[src/mmd_map.vh]
`ifndef MMD_MAP_VH
`define MMD_MAP_VH
// internal data space
`define MMD_IDATA_UPPER_BIT 7
`define MMD_BANK_TOP 8'h1F
`define MMD_BITBYTE_LO 8'h20
`define MMD_BITBYTE_HI 8'h2F
// external data ram: low ten bits select
`define MMD_XDATA_AW 10
// program flash
`define MMD_CODE_AW 14
`define MMD_SECTOR_SHIFT 9
`define MMD_USER_TOP 16'h3DFF
`define MMD_RSVD_BASE 16'h3E00
`define MMD_CODE_TOP 16'h3FFF
// space select codes
`define MMD_SP_IRAM 2'h0
`define MMD_SP_SPC 2'h1
`define MMD_SP_XDATA 2'h2
`define MMD_SP_CODE 2'h3
`endif

[src/mmd_decoder.v]
// Notes on behaviour
// upper 128 internal bytes: indirect goes to upper ram, direct to special space.
// lower 128 internal bytes reach same storage directly or indirectly.
// first 32 bytes are four banks of eight working registers.
// next 16 bytes are byte addressable and bit addressable.
// external data ram is 1024 bytes; addresses wrap on 1 KB boundaries.
// 16 KB program flash decoded from code address zero for fetch.
// flash sectors are 512 bytes; sector index is address divided by 512.
// top sector 0x3E00-0x3FFF is reserved; user region ends at 0x3DFF.
`include "mmd_map.vh"
`default_nettype none
module mmd_decoder #(
  // external ram address width; higher bits wrap
  parameter XDATA_AW = `MMD_XDATA_AW,
  // program flash address width
  parameter CODE_AW = `MMD_CODE_AW,
  // log2 of the flash sector size
  parameter SECTOR_SHIFT = `MMD_SECTOR_SHIFT
) (
  // clock and reset
  input wire i_ref_clk,
  input wire i_rst_n,
  input wire i_ce,
  // core access request
  input wire i_req,
  input wire [1:0] i_space,
  input wire i_indirect,
  input wire i_bit_access,
  input wire [15:0] i_addr,
  input wire [1:0] i_bank_sel,
  // access strobe
  output wire o_valid,
  // internal data ram
  output wire o_iram_sel,
  output wire [7:0] o_iram_addr,
  output wire o_bit_mask_en,
  output wire [2:0] o_bit_pos,
  // special function space
  output wire o_spc_sel,
  output wire [6:0] o_spc_addr,
  // external data ram
  output wire o_xdata_sel,
  output wire [XDATA_AW-1:0] o_xdata_addr,
  // program flash
  output wire o_code_sel,
  output wire [CODE_AW-1:0] o_code_addr,
  output wire [CODE_AW-SECTOR_SHIFT-1:0] o_sector,
  output wire o_code_reserved,
  // nothing answers this access
  output wire o_unmapped
);

  // bit address 0x00..0x7F lands in byte 0x20 + addr[6:3]
  function [7:0] bit_byte;
    input [7:0] a;
    begin
      bit_byte = `MMD_BITBYTE_LO + {4'h0, a[6:3]};
    end
  endfunction

  // bit address 0x80..0xFF hits the space byte with low bits cleared
  function [6:0] bit_spc_byte;
    input [7:0] a;
    begin
      bit_spc_byte = {a[6:3], 3'h0};
    end
  endfunction

  // register-number form: only 0x00..0x07 follow the bank select
  function is_reg_form;
    input [7:0] a;
    begin
      is_reg_form = (a <= `MMD_BANK_TOP) && (a[7:3] == 5'h00);
    end
  endfunction

  function [7:0] bank_addr;
    input [1:0] bank;
    input [7:0] a;
    begin
      bank_addr = {3'h0, bank, a[2:0]};
    end
  endfunction

  // top sector is kept back from user code
  function in_reserved;
    input [15:0] a;
    begin
      in_reserved = (a >= `MMD_RSVD_BASE) && (a <= `MMD_CODE_TOP);
    end
  endfunction

  // fetches past the array are flagged, never aliased into it
  function beyond_flash;
    input [15:0] a;
    begin
      beyond_flash = (a > `MMD_CODE_TOP);
    end
  endfunction

  wire [7:0] ia;

  reg valid_r;
  reg iram_sel_r;
  reg [7:0] iram_addr_r;
  reg bit_mask_en_r;
  reg [2:0] bit_pos_r;
  reg spc_sel_r;
  reg [6:0] spc_addr_r;
  reg xdata_sel_r;
  reg [XDATA_AW-1:0] xdata_addr_r;
  reg code_sel_r;
  reg [CODE_AW-1:0] code_addr_r;
  reg [CODE_AW-SECTOR_SHIFT-1:0] sector_r;
  reg code_reserved_r;
  reg unmapped_r;

  reg valid_nxt;
  reg iram_sel_nxt;
  reg [7:0] iram_addr_nxt;
  reg bit_mask_en_nxt;
  reg [2:0] bit_pos_nxt;
  reg spc_sel_nxt;
  reg [6:0] spc_addr_nxt;
  reg xdata_sel_nxt;
  reg [XDATA_AW-1:0] xdata_addr_nxt;
  reg code_sel_nxt;
  reg [CODE_AW-1:0] code_addr_nxt;
  reg [CODE_AW-SECTOR_SHIFT-1:0] sector_nxt;
  reg code_reserved_nxt;
  reg unmapped_nxt;

  assign ia = i_addr[7:0];

  // address fields follow the bus every enabled cycle; only the selects qualify them
  always @* begin
    valid_nxt = i_req;
    iram_sel_nxt = 1'b0;
    iram_addr_nxt = ia;
    bit_mask_en_nxt = 1'b0;
    bit_pos_nxt = ia[2:0];
    spc_sel_nxt = 1'b0;
    spc_addr_nxt = ia[6:0];
    xdata_sel_nxt = 1'b0;
    xdata_addr_nxt = i_addr[XDATA_AW-1:0];
    code_sel_nxt = 1'b0;
    code_addr_nxt = i_addr[CODE_AW-1:0];
    sector_nxt = i_addr[CODE_AW-1:SECTOR_SHIFT];
    code_reserved_nxt = 1'b0;
    unmapped_nxt = 1'b0;
    case (i_space)
      `MMD_SP_IRAM: begin
        if (i_bit_access) begin
          if (ia[`MMD_IDATA_UPPER_BIT]) begin
            spc_sel_nxt = i_req;
            spc_addr_nxt = bit_spc_byte(ia);
          end else begin
            iram_sel_nxt = i_req;
            iram_addr_nxt = bit_byte(ia);
            bit_mask_en_nxt = i_req;
          end
        end else if (ia[`MMD_IDATA_UPPER_BIT] && !i_indirect) begin
          spc_sel_nxt = i_req;
        end else begin
          iram_sel_nxt = i_req;
          if (is_reg_form(ia)) begin
            iram_addr_nxt = bank_addr(i_bank_sel, ia);
          end
        end
      end
      `MMD_SP_SPC: begin
        // direct-only space: nothing lives below 0x80 there
        if (ia[`MMD_IDATA_UPPER_BIT]) begin
          spc_sel_nxt = i_req;
        end else begin
          unmapped_nxt = i_req;
        end
      end
      `MMD_SP_XDATA: begin
        xdata_sel_nxt = i_req;
      end
      default: begin
        if (beyond_flash(i_addr)) begin
          unmapped_nxt = i_req;
        end else begin
          code_sel_nxt = i_req;
          code_reserved_nxt = i_req & in_reserved(i_addr);
        end
      end
    endcase
  end

  // reset wins over the enable so a frozen block still clears
  always @(posedge i_ref_clk) begin
    if (!i_rst_n) begin
      valid_r <= 1'b0;
      iram_sel_r <= 1'b0;
      iram_addr_r <= 8'h00;
      bit_mask_en_r <= 1'b0;
      bit_pos_r <= 3'h0;
      spc_sel_r <= 1'b0;
      spc_addr_r <= 7'h00;
      xdata_sel_r <= 1'b0;
      xdata_addr_r <= {XDATA_AW{1'b0}};
      code_sel_r <= 1'b0;
      code_addr_r <= {CODE_AW{1'b0}};
      sector_r <= {(CODE_AW-SECTOR_SHIFT){1'b0}};
      code_reserved_r <= 1'b0;
      unmapped_r <= 1'b0;
    end else if (i_ce) begin
      valid_r <= valid_nxt;
      iram_sel_r <= iram_sel_nxt;
      iram_addr_r <= iram_addr_nxt;
      bit_mask_en_r <= bit_mask_en_nxt;
      bit_pos_r <= bit_pos_nxt;
      spc_sel_r <= spc_sel_nxt;
      spc_addr_r <= spc_addr_nxt;
      xdata_sel_r <= xdata_sel_nxt;
      xdata_addr_r <= xdata_addr_nxt;
      code_sel_r <= code_sel_nxt;
      code_addr_r <= code_addr_nxt;
      sector_r <= sector_nxt;
      code_reserved_r <= code_reserved_nxt;
      unmapped_r <= unmapped_nxt;
    end
  end

  assign o_valid = valid_r;
  assign o_iram_sel = iram_sel_r;
  assign o_iram_addr = iram_addr_r;
  assign o_bit_mask_en = bit_mask_en_r;
  assign o_bit_pos = bit_pos_r;
  assign o_spc_sel = spc_sel_r;
  assign o_spc_addr = spc_addr_r;
  assign o_xdata_sel = xdata_sel_r;
  assign o_xdata_addr = xdata_addr_r;
  assign o_code_sel = code_sel_r;
  assign o_code_addr = code_addr_r;
  assign o_sector = sector_r;
  assign o_code_reserved = code_reserved_r;
  assign o_unmapped = unmapped_r;

endmodule // mmd_decoder
`default_nettype wire

[config.mk]
export PLATFORM = sky130hd
export DESIGN_NAME = mmd_decoder
export DESIGN_NICKNAME = d
export VERILOG_FILES = /design/src/mmd_decoder.v
export VERILOG_INCLUDE_DIRS = /design/src /design/src/src
export SDC_FILE = /design/constraint.sdc
export NUM_CORES = 1
export LEC_CHECK = 0
export ABC_AREA = 1
export ABC_CLOCK_PERIOD_IN_PS = 1240
export BUFFER_PORTS_ARGS = -buffer_cell sky130_fd_sc_hd__buf_2
export CORE_MARGIN = 2
export CORE_UTILIZATION = 44
export DETAILED_ROUTE_END_ITERATION = 7
export GPL_TIMING_DRIVEN = 0
export PLACE_DENSITY = 0.9
export SLEW_MARGIN = 5
export SYNTH_ARGS = -nofsm -noshare
export SYNTH_HDL_FRONTEND = slang
export SYNTH_SLANG_ARGS = --single-unit
[constraint.sdc]
create_clock -name i_ref_clk -period 1.24 [get_ports i_ref_clk]
set_clock_uncertainty 0.2 [all_clocks]
set_input_delay 0.31 -clock i_ref_clk [delete_from_list [all_inputs] [get_ports i_ref_clk]]
set_output_delay 0.31 -clock i_ref_clk [all_outputs]
set_load 0.005 [all_outputs]
==> flow_summary.yaml, run 1 <==
power:
  power_density_mw_per_mm2: 942
  ir_drop_mv: 0.543
  p_leak_nw: 1.20
  p_total_w: 0.00229
sta:
  final.min_clock_period_ns: 1.45
  tns_ns: -6.55
  grt_setup_unrepaired: "yes"
  report.final.slew_viol_count: 0
  holdWs_ns: 0.00355
  tightest_slew_ns: 0.280
  slew_headroom_pct: 81.0
  hold_viol: 0
  setup_viol: 55
  timing.final.ws_setup_ns: -0.208
  final_min_period_over_clock_period_pct: 117
  fmax_mhz: 691
flow_run:
  drv_cap: 0
place:
  gp_congestion: 0.829
  dp_cells: 327
  post_dp_cell_area_mm2: 0.00199
  io_buffer_count: 78
  dp_hpwl_mm: 2.96
worst_setup_path:
  required_ns: 0.73
  end_kind: "output pin"
  critical_path_class: "reg2out"
  cp.arrival_ns: 0.94
  startpoint_type: "flip-flop"
  reg2reg_from: "o_iram_addr[1]"
  cp_max_fo: 4
  crit_start: "o_xdata_addr[6]"
logic_synthesis:
  ys_seq_area_share_pct: 42.7
  ys_seq_elements: 33
  synth_cells: 203
  synth_cell_types: 26
  synth_nets: 229
  syn_area_mm2: 0.00155
  avgSynthCellArea_um2: 7.62
  yosys_warnings: 0
route:
  wirelength_mm: 4.37
  vias: 1618
  drt_iter0_markers: 63
  drc: 0
  first_pass_iters: 4
  routedWlPerCell_um: 12.9
  ant_nets: 0
  vias_per_cell: 4.79
die:
  initial_core_util_pct: 46.0
  die_area_mm2: 0.00400
  fp.dieH_um: 63.3
  die_width_um: 63.3
  num_rows: 21
  boundaryPins: 81
  core-area_mm2: 0.00336
clock_network:
  cts.sinks: 33
  insertion_delay_ns: 0.35
  clk_pin_slew_worst_paths_ns: 0.11
  clockBufferDepth: 2
  ctsRootBufferMaster: "clkbuf_4"
  h-tree-depth: 2
  numCtsBuffers: 5
  cts_tree: "yes"
global_route:
  grt_first_pass_wirelength_mm: 6.78
  grt_pass1_vias: 1480
  grt_overflow_total: 0
  antenna_found_initial: 0
  grt_max_degree: 11
  grt_usage_pct: 21.6
status:
  violations: "negative setup slack"
  status: "finished, violations left"
finish:
  layout_common_cells: "58 x buf_6, 46 x buf_2, 40 x nand2_1"
  fin_area_mm2: 0.00243
  syn_to_final_growth_pct: 57.0
  n_antenna_cell: 0
  drive_gt1_share_pct: 54.8
  final_common_cell: "buf_6"
  final_cells: 338
  nNetsFinal: 317
worst_hold_path:
  worstHoldStart: "i_addr[13]"
  hold_path.class: "in2reg"
worst max-delay path, stage by stage (launching register included):
cell     delay [ns]
dfxtp_4        0.38
buf_6          0.11
buf_6          0.10
path summary, 6_finish.rpt:
path / endpoint / slack, ns / cells past startpoint
setup / recovery: o_spc_addr[6] / -0.21 / 2
hold / removal: o_code_addr[13] / 0.004 / 3
setup reg to reg: o_iram_addr[1] / 0.22 / 3
hold reg to reg: o_iram_addr[7] / 0.27 / 2
cell usage after synthesis:
| cell type | n | area [µm²] |
|---|---|---|
| a21oi_1 | 31 | 155 |
| nor3_2 | 1 | 10.0 |
| nor2_1 | 12 | 45.0 |
| buf_6 | 1 | 11.3 |
| or2_1 | 1 | 6.26 |
| o21ai_1 | 3 | 15.0 |
| clkbuf_8 | 1 | 13.8 |
| o311ai_1 | 1 | 8.76 |
| nand3_1 | 6 | 30.0 |
| a21oi_2 | 1 | 8.76 |
| nand3_4 | 1 | 17.5 |
| nor2_4 | 1 | 11.3 |
| clkbuf_2 | 1 | 5.00 |
| nand2_2 | 1 | 6.26 |
| buf_2 | 3 | 15.0 |
| nand4_1 | 2 | 12.5 |
| inv_2 | 3 | 11.3 |
| a22oi_1 | 2 | 15.0 |
| buf_4 | 25 | 188 |
| o211ai_1 | 2 | 15.0 |
| o21ai_0 | 11 | 55.1 |
| inv_1 | 17 | 63.8 |
| nand2_1 | 40 | 150 |
| nor3_1 | 2 | 10.0 |
| nor2_2 | 1 | 6.26 |
| dfxtp_1 | 33 | 661 |
kinds of logic after synthesis:
family | share of synthesized area [%]
AO/OA/AOI/OAI | 17.6
flip-flops | 42.7
AND/OR/NAND/NOR | 19.7
buffers and inverters | 19.9
per-layer routing:
layer,vias to the layer above,global-route usage (%),share of wire [%]
met5,-,0,0
met3,5,5.36,6.6
met2,62,36.7,51
met4,0,8.15,0.53
li1,813,-,-
met1,738,26.4,41
per-stage QoR:
stage                     util [%]  setup slack, ns
final                         72.2           -0.208
after CTS                     69.2           -0.183
after global placement        59.3           -0.162
after floorplan                  -           0.0485
after detailed placement      59.3           -0.204
after global routing          72.2           -0.228
flip-flops by register name, indices dropped and copies added (netlist names):
signal / cells
o_code_addr: 5
o_code_sel: 1
o_iram_sel: 1
o_xdata_sel: 1
o_bit_mask_en: 1
o_valid: 1
o_iram_addr: 8
o_xdata_addr: 6
o_code_reserved: 1
o_unmapped: 1
o_spc_addr: 6
o_spc_sel: 1
power by group:
part / switching (W) / total [W] / leakage [nW] / internal, W
clock: 0.000375 / 0.000590 / 0.0320 / 0.000216
combinational: 0.000220 / 0.000527 / 0.879 / 0.000307
sequential: 0.0000505 / 0.00117 / 0.286 / 0.00112
repair_timing:
| item | CTS | global route |
|---|---|---|
| setup buffers | 0 | 2 |
| endpoints found under the hold margin | 1 | 0 |
| cloned | 0 | 0 |
| endpoints found under the setup margin | 55 | 55 |
| resized for setup | 76 | 20 |
| hold buffers | 1 | 0 |
cell type report:
class | instances | area (µm²)
clock inverters | 2 | 10.0
clock buffers | 6 | 41.3
plain buffers | 31 | 315
multi-input cells | 119 | 578
fillers | 266 | 935
flip-flops and latches | 33 | 717
well taps | 46 | 57.6
repair buffers | 81 | 634
inverters | 20 | 75.1
Power figures use the tool's default switching activity.
==> inputs of run 2 (changes only) <==
--- a/config.mk
+++ b/config.mk
@@ -14,6 +14,7 @@
 export DETAILED_ROUTE_END_ITERATION = 7
 export GPL_TIMING_DRIVEN = 0
 export PLACE_DENSITY = 0.9
+export SETUP_SLACK_MARGIN = 0.3
 export SLEW_MARGIN = 5
 export SYNTH_ARGS = -nofsm -noshare
 export SYNTH_HDL_FRONTEND = slang
==> flow_summary.yaml, run 2 (synthesized netlist as in run 1, its figures left out) <==
worst_hold_path:
  hold_path.class: "in2reg"
  whs_endpoint: "o_xdata_addr[8]"
  worstHoldStart: "i_addr[8]"
  min_path_cells: 3
clock_network:
  ctsRootBufferMaster: "clkbuf_4"
  clockBufferDepth: 2
  cts_tree: "yes"
  cts.sinks: 33
  numCtsBuffers: 5
  insertion_delay_ns: 0.34
  h-tree-depth: 2
  clk_pin_slew_worst_paths_ns: 0.10
global_route:
  grt_first_pass_wirelength_mm: 7.86
  grt_pass1_vias: 1693
  grt_overflow_total: 0
  grt_max_degree: 11
  antenna_found_initial: 0
  grt_usage_pct: 25.2
flow_run:
  drv_cap: 0
worst_setup_path:
  cp.arrival_ns: 0.95
  end_kind: "output pin"
  required_ns: 0.73
  crit_path_top_delay_cell: "dfxtp_2"
  reg2reg_depth: 3
  critical_path_class: "reg2out"
  critPathTopFamily: "flip-flops"
  startpoint_type: "flip-flop"
  crit_chain: "buf_6 -> buf_2"
  r2r_end: "o_iram_addr[2]"
  critical-path-max-stage-delay_ns: 0.39
  reg2reg_from: "o_iram_addr[2]"
  path_buf_inv: 2
  cp_max_fo: 4
  reg2reg_slack_ns: 0.27
place:
  io_buffer_count: 78
  dp_cells: 327
  gp_congestion: 0.863
  dp_hpwl_mm: 3.11
  detailedPlace.worstSlack_ns: -0.174
die:
  core-area_mm2: 0.00336
  die_width_um: 63.3
  num_rows: 21
  initial_core_util_pct: 46.0
  die_area_mm2: 0.00400
  fp.dieH_um: 63.3
  boundaryPins: 81
sta:
  setup_viol: 55
  final_min_period_over_clock_period_pct: 118
  final.min_clock_period_ns: 1.46
  timing.final.ws_setup_ns: -0.224
  holdWs_ns: -0.00659
  grt_setup_unrepaired: "yes"
  fmax_mhz: 683
  report.final.slew_viol_count: 0
  tightest_slew_ns: 0.285
  slew_headroom_pct: 80.8
  hold_viol: 1
status:
  status: "finished, violations left"
  violations: "negative hold slack, negative setup slack"
finish:
  nNetsFinal: 327
  largest_reg_flops: 8
  final_common_cell: "buf_6"
  n_antenna_cell: 0
  drive_gt1_share_pct: 67.5
  regArea_um2: 712
  num-fill-cells: 211
  final_cells: 348
  multiInputGateArea_um2: 712
  syn_to_final_growth_pct: 78.1
  layout_common_cells: "61 x buf_6, 42 x buf_2, 34 x nand2_1"
power:
  p_seq_share_pct: 46.1
  p_leak_nw: 1.32
  clkPwrFrac_pct: 27.7
  intPower_w: 0.00182
  p_sw_w: 0.000726
  ir_drop_mv: 0.803
  switching_share_pct: 28.5
  p_total_w: 0.00255
  power_density_mw_per_mm2: 926
  comb_power_share_pct: 26.2
route:
  drt_iter0_markers: 90
  wirelength_mm: 5.91
  ant_nets: 0
  vias_per_cell: 5.29
  first_pass_iters: 4
  drc: 0
  vias: 1841
  routedWlPerCell_um: 17.0
-- run 2: cell count changes in the layout (fill, tap and decap cells not counted), sizes merged --
| cell | before | now |
|---|---|---|
| buf | 109 | 120 |
| dlygate4sd3 | 1 | 0 |
| clkbuf | 8 | 9 |
| clkinv | 2 | 1 |
-- run 2: tightest hold or removal path, stage by stage --
cell and delay [ns]:
buf_2 0.08, nor2_1 0.04, nor2_1 0.08
-- run 2: how the worst max path moves through the flow --
| stage | endpoint | cells after the start | start |
|---|---|---|---|
| finish | o_spc_addr[5] | 2 | o_spc_addr[5] |
| global route | o_spc_addr[5] | 2 | o_spc_addr[5] |
| CTS | o_xdata_addr[5] | 2 | o_spc_addr[5] |
| detailed placement | o_iram_addr[2] | 7 | i_space[1] |
| global placement | o_iram_addr[0] | 7 | i_space[1] |
| floorplan | o_iram_addr[2] | 6 | i_space[1] |
-- run 2: layout make-up --
type	instances	area share, %
Buffer	31	13.4
Clock buffer	7	2.36
Tap cell	46	2.09
Sequential cell	33	25.9
Inverter	20	3.45
Multi-Input combinational cell	119	25.9
Clock inverter	1	0.182
Timing Repair Buffer	91	26.8
-- run 2: routing by layer --
metal	vias up	part of all wire, %	GRT usage, %
li1	839	-	-
met1	888	37	27.7
met4	0	2.7	9.78
met2	97	55	45.7
met3	17	5.8	6.96
met5	-	0	0
-- run 2: power by group through the flow --
stage | registers [W] | logic [W] | clock network (W)
floorplan | 0.00119 | 0.000266 | 0
global placement | 0.00119 | 0.000450 | 0
detailed placement | 0.00119 | 0.000460 | 0
CTS | 0.00117 | 0.000572 | 0.000700
global route | 0.00118 | 0.000707 | 0.000765
finish | 0.00118 | 0.000669 | 0.000707
-- run 2: timing repair --
item | 4_1_cts | 5_1_grt
setup endpoints to repair | 63 | 68
hold endpoints to repair | 2 | 0
resized for setup | 66 | 49
setup buffers | 9 | 4
pin swaps | 8 | 15
-- run 2: metrics by stage --
step                area, µm²  setup TNS (ns)  util (%)
floorplan                1700               0         -
global placement         2150          -0.765      64.0
detailed placement       2150           -1.09      64.0
CTS                      2540           -6.57      75.4
global route             2750           -8.50      81.9
finish                   2750           -6.73      81.9
==> inputs of run 3 (changes only) <==
--- a/config.mk
+++ b/config.mk
@@ -8,7 +8,7 @@
 export LEC_CHECK = 0
 export ABC_AREA = 1
 export ABC_CLOCK_PERIOD_IN_PS = 1240
-export BUFFER_PORTS_ARGS = -buffer_cell sky130_fd_sc_hd__buf_2
+export BUFFER_PORTS_ARGS = -buffer_cell sky130_fd_sc_hd__buf_4
 export CORE_MARGIN = 2
 export CORE_UTILIZATION = 44
 export DETAILED_ROUTE_END_ITERATION = 7
==> flow_summary.yaml, run 3 (synthesized netlist as in run 1, its figures left out) <==
finish:
  num-fill-cells: 158
  layout_common_cells: "88 x buf_6, 35 x nand2_1, 27 x buf_4"
  n_antenna_cell: 0
  syn_to_final_growth_pct: 92.9
  final_common_cell: "buf_6"
  drive_gt1_share_pct: 67.5
  largest_reg_flops: 8
  nNetsFinal: 330
  regArea_um2: 719
  multiInputGateArea_um2: 723
power:
  p_total_w: 0.00251
  power_density_mw_per_mm2: 843
  ir_drop_mv: 0.643
  p_leak_nw: 1.36
worst_setup_path:
  reg2reg_depth: 3
  critical-path-max-stage-delay_ns: 0.38
  reg2reg_slack_ns: 0.18
  critPathCapture: "o_spc_addr[5]"
  cp_max_fo: 4
  startpoint_type: "flip-flop"
  crit_start: "o_spc_addr[5]"
  crit_chain: "buf_6 -> buf_6"
  critical_path_class: "reg2out"
  cp.arrival_ns: 0.92
  crit_path_top_delay_cell: "dfxtp_4"
  required_ns: 0.73
  reg2reg_from: "o_iram_addr[2]"
  r2r_end: "o_iram_addr[2]"
  end_kind: "output pin"
  path_common_cell: "buf_6"
sta:
  grt_setup_unrepaired: "yes"
  slew_headroom_pct: 71.8
  fmax_mhz: 700
  report.final.slew_viol_count: 0
  setup_viol: 55
  tightest_slew_ns: 0.418
  tns_ns: -5.81
  timing.final.ws_setup_ns: -0.189
  hold_viol: 0
  final_min_period_over_clock_period_pct: 115
  holdWs_ns: 0.0273
  final.min_clock_period_ns: 1.43
die:
  fp.dieH_um: 63.3
  boundaryPins: 81
  initial_core_util_pct: 46.0
  die_area_mm2: 0.00400
  num_rows: 21
  core-area_mm2: 0.00336
  die_width_um: 63.3
clock_network:
  clockBufferDepth: 2
  cts_tree: "yes"
  numCtsBuffers: 5
  h-tree-depth: 2
  insertion_delay_ns: 0.33
  ctsRootBufferMaster: "clkbuf_4"
  clk_pin_slew_worst_paths_ns: 0.10
  cts.sinks: 33
place:
  detailedPlace.worstSlack_ns: -0.169
  gp_congestion: 0.858
  io_buffer_count: 78
  dp_hpwl_mm: 3.25
global_route:
  antenna_found_initial: 0
  grt_pass1_vias: 1780
  grt_overflow_total: 0
  grt_max_degree: 11
  grt_first_pass_wirelength_mm: 8.59
  grt_usage_pct: 27.8
route:
  ant_nets: 0
  drc: 0
  wirelength_mm: 6.69
  first_pass_iters: 5
  vias: 1935
  routedWlPerCell_um: 19.1
  drt_iter0_markers: 134
  vias_per_cell: 5.51
worst_hold_path:
  hold_path.class: "in2reg"
flow_run:
  drv_cap: 0
status:
  violations: "negative setup slack"
  status: "finished, violations left"
run 3: changes by cell type in the layout (fill, tap and decap cells not counted), sizes merged:
cell	before	now
buf	120	123
clkbuf	9	10
clkinv	1	0
run 3: per-stage QoR:
step | instances | util [%] | cell area [µm²]
2_1_floorplan | 203 | - | 1700
3_3_place_gp | 327 | 69.8 | 2350
3_5_place_dp | 327 | 69.8 | 2350
4_1_cts | 345 | 82.8 | 2780
5_1_grt | 351 | 88.7 | 2980
6_report | 351 | 88.7 | 2980
run 3: worst min path at each step:
stage	start	end	slack, ns	cells past startpoint
6_report	i_addr[12]	o_code_addr[12]	0.03	3
2_1_floorplan	i_addr[12]	o_code_addr[12]	0.23	2
5_1_grt	i_addr[6]	o_xdata_addr[6]	0.03	3
3_5_place_dp	o_code_reserved	o_code_reserved	0.25	2
3_3_place_gp	o_valid	o_valid	0.25	2
4_1_cts	i_addr[12]	o_code_addr[12]	-0.004	3
run 3: report_power, final:
part	switching (W)	internal (W)
logic	0.000315	0.000443
registers	0.0000618	0.00112
clock network	0.000349	0.000226
total	0.000726	0.00179
run 3: routing by layer:
metal	vias to the layer above	wire length, µm	global-route usage (%)
li1	841	-	-
met1	930	2300	31.3
met2	135	3650	51.2
met3	29	470	4.82
met4	0	276	11.7
met5	-	0	0
run 3: area by class of cell:
type / count / share of cell area [%]
inverters: 20 / 3.27
flip-flops and latches: 33 / 24.1
plain buffers: 31 / 12.2
clock buffers: 8 / 1.64
well taps: 46 / 1.93
repair buffers: 94 / 32.6
multi-input cells: 119 / 24.2
run 3: timing repair:
item                                    CTS  global route
gates cloned                              0             0
endpoints found under the setup margin   62            74
buffers inserted                         10             6
pin swaps                                 7            17
resized for setup                       102            42
hold endpoints to repair                  1             0
run 3: critical path: cells and delay by family (launching register included):
family / cells / cell delay (ns)
DFF: 1 / 0.38
buffers and inverters: 2 / 0.21
